$ cat src/verilog/cwd_pkg.sv
/*
  Constants and carrier types for the configuration word one decoder.
  Assumes a 14-bit configuration word delivered from non-volatile storage.
*/
`default_nettype none
package cwd_pkg;
  // ------------------------------------------------------------
  // Word layout
  // ------------------------------------------------------------
  localparam int unsigned CFG_W          = 14;
  localparam int unsigned BIT_DEBUG      = 13;
  localparam int unsigned BIT_LVP        = 12;
  localparam int unsigned BIT_FSCM       = 11;
  localparam int unsigned BIT_SWITCH     = 10;
  localparam int unsigned BIT_BOR_HI     = 9;
  localparam int unsigned BIT_BOR_LO     = 8;
  localparam int unsigned BIT_DATA_CP    = 7;
  localparam int unsigned BIT_PROG_CP    = 6;
  localparam int unsigned BIT_RST_SEL    = 5;
  localparam int unsigned BIT_PWRUP      = 4;
  localparam int unsigned BIT_WDOG       = 3;
  localparam int unsigned BIT_OSC_HI     = 2;
  localparam int unsigned BIT_OSC_LO     = 0;
  // Erased word: every bit unprogrammed
  localparam logic [13:0] CFG_ERASED     = 14'h3FFF;
  // Pin filters rest at idle: reset pin high, awake, not programming
  localparam logic [2:0]  PIN_IDLE       = 3'h4;

  // ------------------------------------------------------------
  // Field encodings
  // ------------------------------------------------------------
  typedef enum logic [1:0] {
    BOR_OFF   = 2'b00,
    BOR_SOFT  = 2'b01,
    BOR_NSLP  = 2'b10,
    BOR_ON    = 2'b11
  } cwd_bor_t;

  typedef enum logic [2:0] {
    OSC_LP     = 3'b000,
    OSC_XT     = 3'b001,
    OSC_HS     = 3'b010,
    OSC_EC     = 3'b011,
    OSC_INT_IO = 3'b100,
    OSC_INT_CK = 3'b101,
    OSC_RC_IO  = 3'b110,
    OSC_RC_CK  = 3'b111
  } cwd_osc_t;

  typedef struct packed {
    logic     debug_pins_gpio;
    logic     low_volt_prog_en;
    logic     failsafe_clock_monitor_en;
    logic     int_ext_switchover_en;
    logic     data_code_protect;
    logic     program_code_protect;
    logic     ext_reset_pin_select;
    logic     powerup_delay_en_n;
    logic     watchdog_en;
    logic     brownout_en;
    cwd_osc_t osc_mode_select;
  } cwd_ctrl_t;

  typedef struct packed {
    logic erase_data;
    logic erase_prog;
  } cwd_erase_t;
endpackage
`default_nettype wire

$ cat src/verilog/cwd_decode.sv
/*
  Decodes configuration word one into static control levels, erase
  requests on protection turn-off, and reset/oscillator gating.
  Assumes the word is stable outside programming mode and that the
  external reset pin and sleep state are asynchronous levels.
*/
`timescale 1ns/1ps
`default_nettype none
module cwd_decode
  import cwd_pkg::*;
(
  input  wire logic                 i_core_clk,
  input  wire logic                 i_reset_n,
  input  wire logic [13:0]          i_configuration_word_one,
  input  wire logic                 i_prog_mode,
  input  wire logic                 i_cfg_write,
  input  wire logic [13:0]          i_cfg_wdata,
  input  wire logic                 i_ext_reset_pin,
  input  wire logic                 i_sleep,
  input  wire logic                 i_brownout_soft_en,
  input  wire logic                 i_watchdog_soft_en,
  output logic                      o_cfg_wr_en,
  output logic [13:0]               o_cfg_wdata,
  output cwd_pkg::cwd_ctrl_t        o_ctrl,
  output cwd_pkg::cwd_erase_t       o_erase,
  output logic                      o_ext_reset_active,
  output logic                      o_ext_reset_pin_input,
  output logic                      o_osc_stop
);
  import cwd_pkg::*;

  // ------------------------------------------------------------
  // Reset release
  // ------------------------------------------------------------
  logic rst_s1_q;
  logic rst_s2_q;
  always_ff @(posedge i_core_clk or negedge i_reset_n) begin
    if (!i_reset_n) begin
      rst_s1_q <= 1'b0;
      rst_s2_q <= 1'b0;
    end else begin
      rst_s1_q <= 1'b1;
      rst_s2_q <= rst_s1_q;
    end
  end
  wire logic rst_n = rst_s2_q;

  // ------------------------------------------------------------
  // Pin synchronisers: three stages, change counted when 2 and 3 agree
  // ------------------------------------------------------------
  logic [2:0] pin_d;
  logic [2:0] pin_s1_q;
  logic [2:0] pin_s2_q;
  logic [2:0] pin_s3_q;
  logic [2:0] pin_f_q;
  logic [2:0] pin_f_d;
  assign pin_d = {i_ext_reset_pin, i_sleep, i_prog_mode};

  genvar g;
  generate
    for (g = 0; g < 3; g++) begin : g_pin
      always_comb begin
        pin_f_d[g] = (pin_s2_q[g] == pin_s3_q[g]) ? pin_s3_q[g] : pin_f_q[g];
      end
    end
  endgenerate

  always_ff @(posedge i_core_clk or negedge rst_n) begin
    if (!rst_n) begin
      // Idle levels, so no false external reset burst follows release
      pin_s1_q <= PIN_IDLE;
      pin_s2_q <= PIN_IDLE;
      pin_s3_q <= PIN_IDLE;
      pin_f_q  <= PIN_IDLE;
    end else begin
      pin_s1_q <= pin_d;
      pin_s2_q <= pin_s1_q;
      pin_s3_q <= pin_s2_q;
      pin_f_q  <= pin_f_d;
    end
  end
  wire logic prog_mode = pin_f_q[0];
  wire logic sleeping  = pin_f_q[1];
  wire logic rst_pin   = pin_f_q[2];

  // ------------------------------------------------------------
  // Word capture and decode
  // ------------------------------------------------------------
  logic [13:0] word_q;
  logic [13:0] word_d;
  cwd_ctrl_t   ctrl_q;
  cwd_ctrl_t   ctrl_d;
  cwd_erase_t  erase_q;
  cwd_erase_t  erase_d;
  logic        cfg_wr_q;
  logic        cfg_wr_d;
  logic [13:0] cfg_wdata_q;
  logic [13:0] cfg_wdata_d;
  logic        osc_stop_q;
  logic        osc_stop_d;
  logic        rst_act_q;
  logic        rst_act_d;
  logic        pin_in_q;
  logic        pin_in_d;

  function automatic logic osc_is_rc_or_int(input cwd_osc_t m);
    unique case (m)
      OSC_INT_IO, OSC_INT_CK, OSC_RC_IO, OSC_RC_CK: osc_is_rc_or_int = 1'b1;
      default:                                      osc_is_rc_or_int = 1'b0;
    endcase
  endfunction

  always_comb begin
    cwd_bor_t bor;
    bor    = cwd_bor_t'(word_q[BIT_BOR_HI:BIT_BOR_LO]);
    word_d = i_configuration_word_one;
    ctrl_d.debug_pins_gpio           = word_q[BIT_DEBUG];
    ctrl_d.low_volt_prog_en          = word_q[BIT_LVP];
    ctrl_d.failsafe_clock_monitor_en = word_q[BIT_FSCM];
    ctrl_d.int_ext_switchover_en     = word_q[BIT_SWITCH];
    ctrl_d.data_code_protect         = ~word_q[BIT_DATA_CP];
    ctrl_d.program_code_protect      = ~word_q[BIT_PROG_CP];
    ctrl_d.ext_reset_pin_select      = word_q[BIT_RST_SEL];
    ctrl_d.powerup_delay_en_n        = word_q[BIT_PWRUP];
    ctrl_d.watchdog_en = word_q[BIT_WDOG] | i_watchdog_soft_en;
    ctrl_d.osc_mode_select = cwd_osc_t'(word_q[BIT_OSC_HI:BIT_OSC_LO]);
    unique case (bor)
      BOR_OFF:  ctrl_d.brownout_en = 1'b0;
      BOR_SOFT: ctrl_d.brownout_en = i_brownout_soft_en;
      BOR_NSLP: ctrl_d.brownout_en = ~sleeping;
      BOR_ON:   ctrl_d.brownout_en = 1'b1;
    endcase
    // Protection turning off (0 -> 1 bit) wipes the guarded array
    erase_d.erase_data = ~word_q[BIT_DATA_CP] & i_configuration_word_one[BIT_DATA_CP];
    erase_d.erase_prog = ~word_q[BIT_PROG_CP] & i_configuration_word_one[BIT_PROG_CP];
    // Firmware can never reach the word; gate on programming mode
    cfg_wr_d    = i_cfg_write & prog_mode;
    cfg_wdata_d = i_cfg_wdata;
    rst_act_d   = word_q[BIT_RST_SEL] & ~rst_pin;
    pin_in_d    = ~word_q[BIT_RST_SEL];
    osc_stop_d  = rst_act_d & osc_is_rc_or_int(ctrl_d.osc_mode_select);
  end

  always_ff @(posedge i_core_clk or negedge rst_n) begin
    if (!rst_n) begin
      word_q      <= CFG_ERASED;
      ctrl_q      <= '0;
      erase_q     <= '0;
      cfg_wr_q    <= 1'b0;
      cfg_wdata_q <= 14'h0000;
      rst_act_q   <= 1'b0;
      pin_in_q    <= 1'b0;
      osc_stop_q  <= 1'b0;
    end else begin
      word_q      <= word_d;
      ctrl_q      <= ctrl_d;
      erase_q     <= erase_d;
      cfg_wr_q    <= cfg_wr_d;
      cfg_wdata_q <= cfg_wdata_d;
      rst_act_q   <= rst_act_d;
      pin_in_q    <= pin_in_d;
      osc_stop_q  <= osc_stop_d;
    end
  end

  assign o_ctrl                = ctrl_q;
  assign o_erase               = erase_q;
  assign o_cfg_wr_en           = cfg_wr_q;
  assign o_cfg_wdata           = cfg_wdata_q;
  assign o_ext_reset_active    = rst_act_q;
  assign o_ext_reset_pin_input = pin_in_q;
  assign o_osc_stop            = osc_stop_q;
endmodule
`default_nettype wire

$ cat config.mk
export PLATFORM = sky130hd
export DESIGN_NAME = cwd_decode
export DESIGN_NICKNAME = d
export VERILOG_FILES = /design/src/verilog/cwd_pkg.sv /design/src/verilog/cwd_decode.sv
export SDC_FILE = /design/constraint.sdc
export NUM_CORES = 1
export LEC_CHECK = 0
export ABC_CLOCK_PERIOD_IN_PS = 2300
export BUFFER_PORTS_ARGS = -buffer_cell sky130_fd_sc_hd__clkbuf_2
export CELL_PAD_IN_SITES_DETAIL_PLACEMENT = 0
export CELL_PAD_IN_SITES_GLOBAL_PLACEMENT = 1
export CORE_MARGIN = 3
export CORE_UTILIZATION = 30
export DETAILED_ROUTE_END_ITERATION = 8
export PLACE_DENSITY_LB_ADDON = 0.2
export SETUP_SLACK_MARGIN = 0.05
export SYNTH_ARGS = -nofsm -noshare
export SYNTH_HDL_FRONTEND = slang
export SYNTH_SLANG_ARGS = --single-unit
$ cat constraint.sdc
create_clock -name i_core_clk -period 2.3 [get_ports i_core_clk]
set_input_delay 0.23 -clock i_core_clk [delete_from_list [all_inputs] [get_ports i_core_clk]]
set_output_delay 0.23 -clock i_core_clk [all_outputs]
set_load 0.1 [all_outputs]
* After elaboration in Yosys (flattened, before gate mapping) *
Index checks and enable logic that the tools add are counted.

storage, ports and cells
  bits in registers = 61
  output and inout port bits = 33
  word-level logic and storage cells = 52
  input port bits = 36

cells by class
  bitwise gates (word level) = 11
  reduce and logical (&&, ||, !) cells = 2
  eq/ne operators = 10
  multiplexer cells = 2

operator list
  kind                number
  $eq 3x3->1 const B  4
  $and 1x1->1         5
  $not 1->1           5
  $eq 2x2->1 const B  2
  $pmux 1 s4          1
  $reduce_or 4->1     1
  $eq 1x1->1          3
  $eq 2x1->1 const B  1
  $logic_not 2->1     1
  $mux 1              1
  $or 1x1->1          1

* Depth between registers and ports, before layout *
  depth after elaboration = 4
  mapped depth = 2
  mapped depth without buffers = 2

* Least setup slack after synthesis *
Ideal clock, no wire load.

  path kind = flip-flop to output port
  start = register cfg_wdata_q[0] (netlist: o_cfg_wdata[0])
  end = output o_cfg_wdata[0]
  data required time = 2.070 ns
  arrival = 0.883 ns
  slack = 1.187 ns
  cell stages (with the launch flop) = 1
  cells stage by stage = dfrtp_1

RTL lines
  element                 line               source
  start, declared         cwd_decode.sv:97   logic [13:0] cfg_wdata_q;
  start signal, assigned  cwd_decode.sv:159  cfg_wdata_q <= cfg_wdata_d;
  end, declared           cwd_decode.sv:23   output logic [13:0] o_cfg_wdata,

No word-level cell between the ends.

* Final worst setup path *
  start = register cfg_wdata_q[10] (netlist: o_cfg_wdata[10])
  end = output o_cfg_wdata[10]

No word-level cell between the ends.

==> reports/metrics.cfg <==
[outcome]
status=finished, final reports clean

[clocking]
postCtsSetupBuffers=0
cts_buffers=9
numClockSinks=61
cts.htree.levels=3
worstSkewPairLatency_ns=0.32
clockBufferDepth=2
cts_tree=done
cts-hold-fix-buffers=24
post_cts_resized=0
path_clk_slew_ns=0.06
root_buffer=clkbuf_8

[critical_path]
r2r_slack_ns=1.28
path_delay_family=buffers and inverters
cp-startpoint=o_cfg_wdata[10]
cp_num_cells=1
slowest_stage=clkbuf_2
crit_type=register to output pin
cp-start-kind=register
crit_chain=clkbuf_2
worstPathRequired_ns=2.07
r2r-start=rst_n
timing.rr.end=word_q[6]
worst-path-buf-inv=1
worst-path-max-fanout=1
endpoint=o_cfg_wdata[10]
critical-path-max-stage-delay_ns=0.46
reg2regPathDepth=1
crit_path_end_kind=output pin
worstPathArrival_ns=1.12

[power_and_ir_drop]
power_frac_clock_pct=35.0
powerDensity_nw_per_um2=918.7
swShare_pct=27.88
intPower_mw=1.709
pwr-share-comb_pct=15.6
seq_power_share_pct=49.4
total_power_mw=2.370
power_switching_mw=0.6608
ir_worst_vdd_mv=0.6037
leakage_nw=1.259

[sta]
drv_slew=0
setup_viol=0
fmax_mhz=739.9
hold_viol=0
fin_tns_setup_ns=0
layout_min_cycle_time_ns=1.352
rsz0062_at_grt=no
relSlewSlack_pct=63.25
fin_crit_sh_pct=58.77
final.setup_skew_ns=0.006158
worst_pin_slew_ns=0.5536

[drt]
num_vias=1001
dr.pass1.iters=2
drtIter0Drc=10
wl_per_cell_um=11.65
drcViolationCount=0
vias_per_cell=3.806
wl_mm=3.064
detail-route-antenna-nets=0

[place]
dpl_cell_area_um2=2088
gp_congestion=0.6713
portBuffers=68

[synth]
syn_inst=77
synth_area_per_cell_um2=21.45
ys_types=10
synth_nets=113
synth.cell_area_um2=1652
ys_warn_count=0
ys_ff_latch=61
ys_seq_area_share_pct=93.79

[grt]
grt_pass1_vias=1052
grtUsageTotal_pct=11.02
grt_max_degree=45
antenna_found_initial=0
met1_usage_pct=10.92
globalRouteOverflowTotal=0
use_met3_pct=9.193
use_met2_pct=16.89
top_usage_layer=met2
grt_pass1_wl_mm=5.009

[finish]
fin_area_um2=2580
utilization_pct=49.57
diodes=0
area_growth_pct=56.21
seqCellArea_um2=1550
layout_common_cells=clkbuf_2, dfrtp_1, dlygate4sd3_1
layout_commonest_cell=clkbuf_2
final.fill_count=460
drive_gt1_share_pct=54.40
multiInputGateArea_um2=87.58
finalNetCount=224

[floorplanning]
coreArea_um2=5205
start_util_pct=31.73
die_area_um2=6431
ios=69
num_rows=26
die_x_um=80.20
die_y_um=80.20

[hold_path]
holdCritPathClass=input port to register

[run]
cap_violations=0

==> per-stage QoR <==
step | instances | worst slack, ns | hold WS (ns)
finish | 263 | 0.9484 | 0.03233
global route | 263 | 0.8831 | 0.0004366
CTS | 256 | 0.9253 | 0.0005605
detailed placement | 216 | 1.238 | 0.02311
global placement | 216 | 1.282 | 0.02025
floorplan | 77 | 0.5073 | -0.06559
==> routing by layer <==
layer	part of all wire [%]	up-vias
met5	0	-
met4	1.7	0
met3	12	5
met2	51	55
met1	36	483
li1	-	458
==> Yosys cell counts <==
library cell | instances | share of area, %
dfstp_2 | 18 | 29
nor2b_2 | 1 | 0.53
nor2b_1 | 2 | 0.76
or2_1 | 1 | 0.38
dfrtp_1 | 43 | 65
conb_1 | 1 | 0.23
inv_1 | 4 | 0.91
and2_1 | 2 | 0.76
a21oi_1 | 2 | 0.61
maj3_2 | 3 | 2.0
==> layout make-up <==
cell class | instances | share of cell area, %
tap | 70 | 3.395
multi-input combinational | 12 | 3.395
timing repair buffer | 100 | 25.51
inverter | 4 | 0.5820
sequential | 61 | 60.09
clock buffer | 15 | 6.838
clock inverter | 1 | 0.1940
==> power by group through the flow <==
stage	combinational, mW	sequential, mW	clock [mW]
after floorplan	0.0125	1.43	0
after global placement	0.329	1.19	0
after detailed placement	0.331	1.19	0
after CTS	0.363	1.17	0.862
after global routing	0.386	1.18	0.920
final	0.369	1.17	0.831
==> flip-flops by register name, indices dropped and copies added (netlist names) <==
register and cells:
pin_s2_q 3, o_ext_reset_pin_input 1, o_osc_stop 1, pin_f_q 3, rst_n 1, o_cfg_wdata 14
o_erase 2, o_cfg_wr_en 1, pin_s1_q 3, o_ctrl 13, o_ext_reset_active 1, rst_s1_q 1
word_q 14, pin_s3_q 3
==> worst min-delay path by stage <==
| stage | start | endpoint | slack, ns | depth (start not counted) |
|---|---|---|---|---|
| 2_1_floorplan | i_reset_n | rst_n | -0.07 | 0 |
| 3_3_place_gp | i_reset_n | rst_s1_q | 0.02 | 1 |
| 3_5_place_dp | i_reset_n | rst_s1_q | 0.02 | 1 |
| 4_1_cts | i_cfg_wdata[6] | o_cfg_wdata[6] | 0.0006 | 1 |
| 5_1_grt | i_cfg_wdata[13] | o_cfg_wdata[13] | 0.0004 | 1 |
| 6_report | i_cfg_wdata[13] | o_cfg_wdata[13] | 0.03 | 1 |
==> logic make-up after synthesis <==
| group | Yosys count | synth area share [%] |
|---|---|---|
| buf+inv | 4 | 0.9088 |
| flops | 61 | 93.79 |
| simple gates | 6 | 2.424 |
| fa+ha+maj | 3 | 2.045 |
| other cells | 1 | 0.2271 |
| compound gates | 2 | 0.6061 |
(Power assumes the default switching activity.)
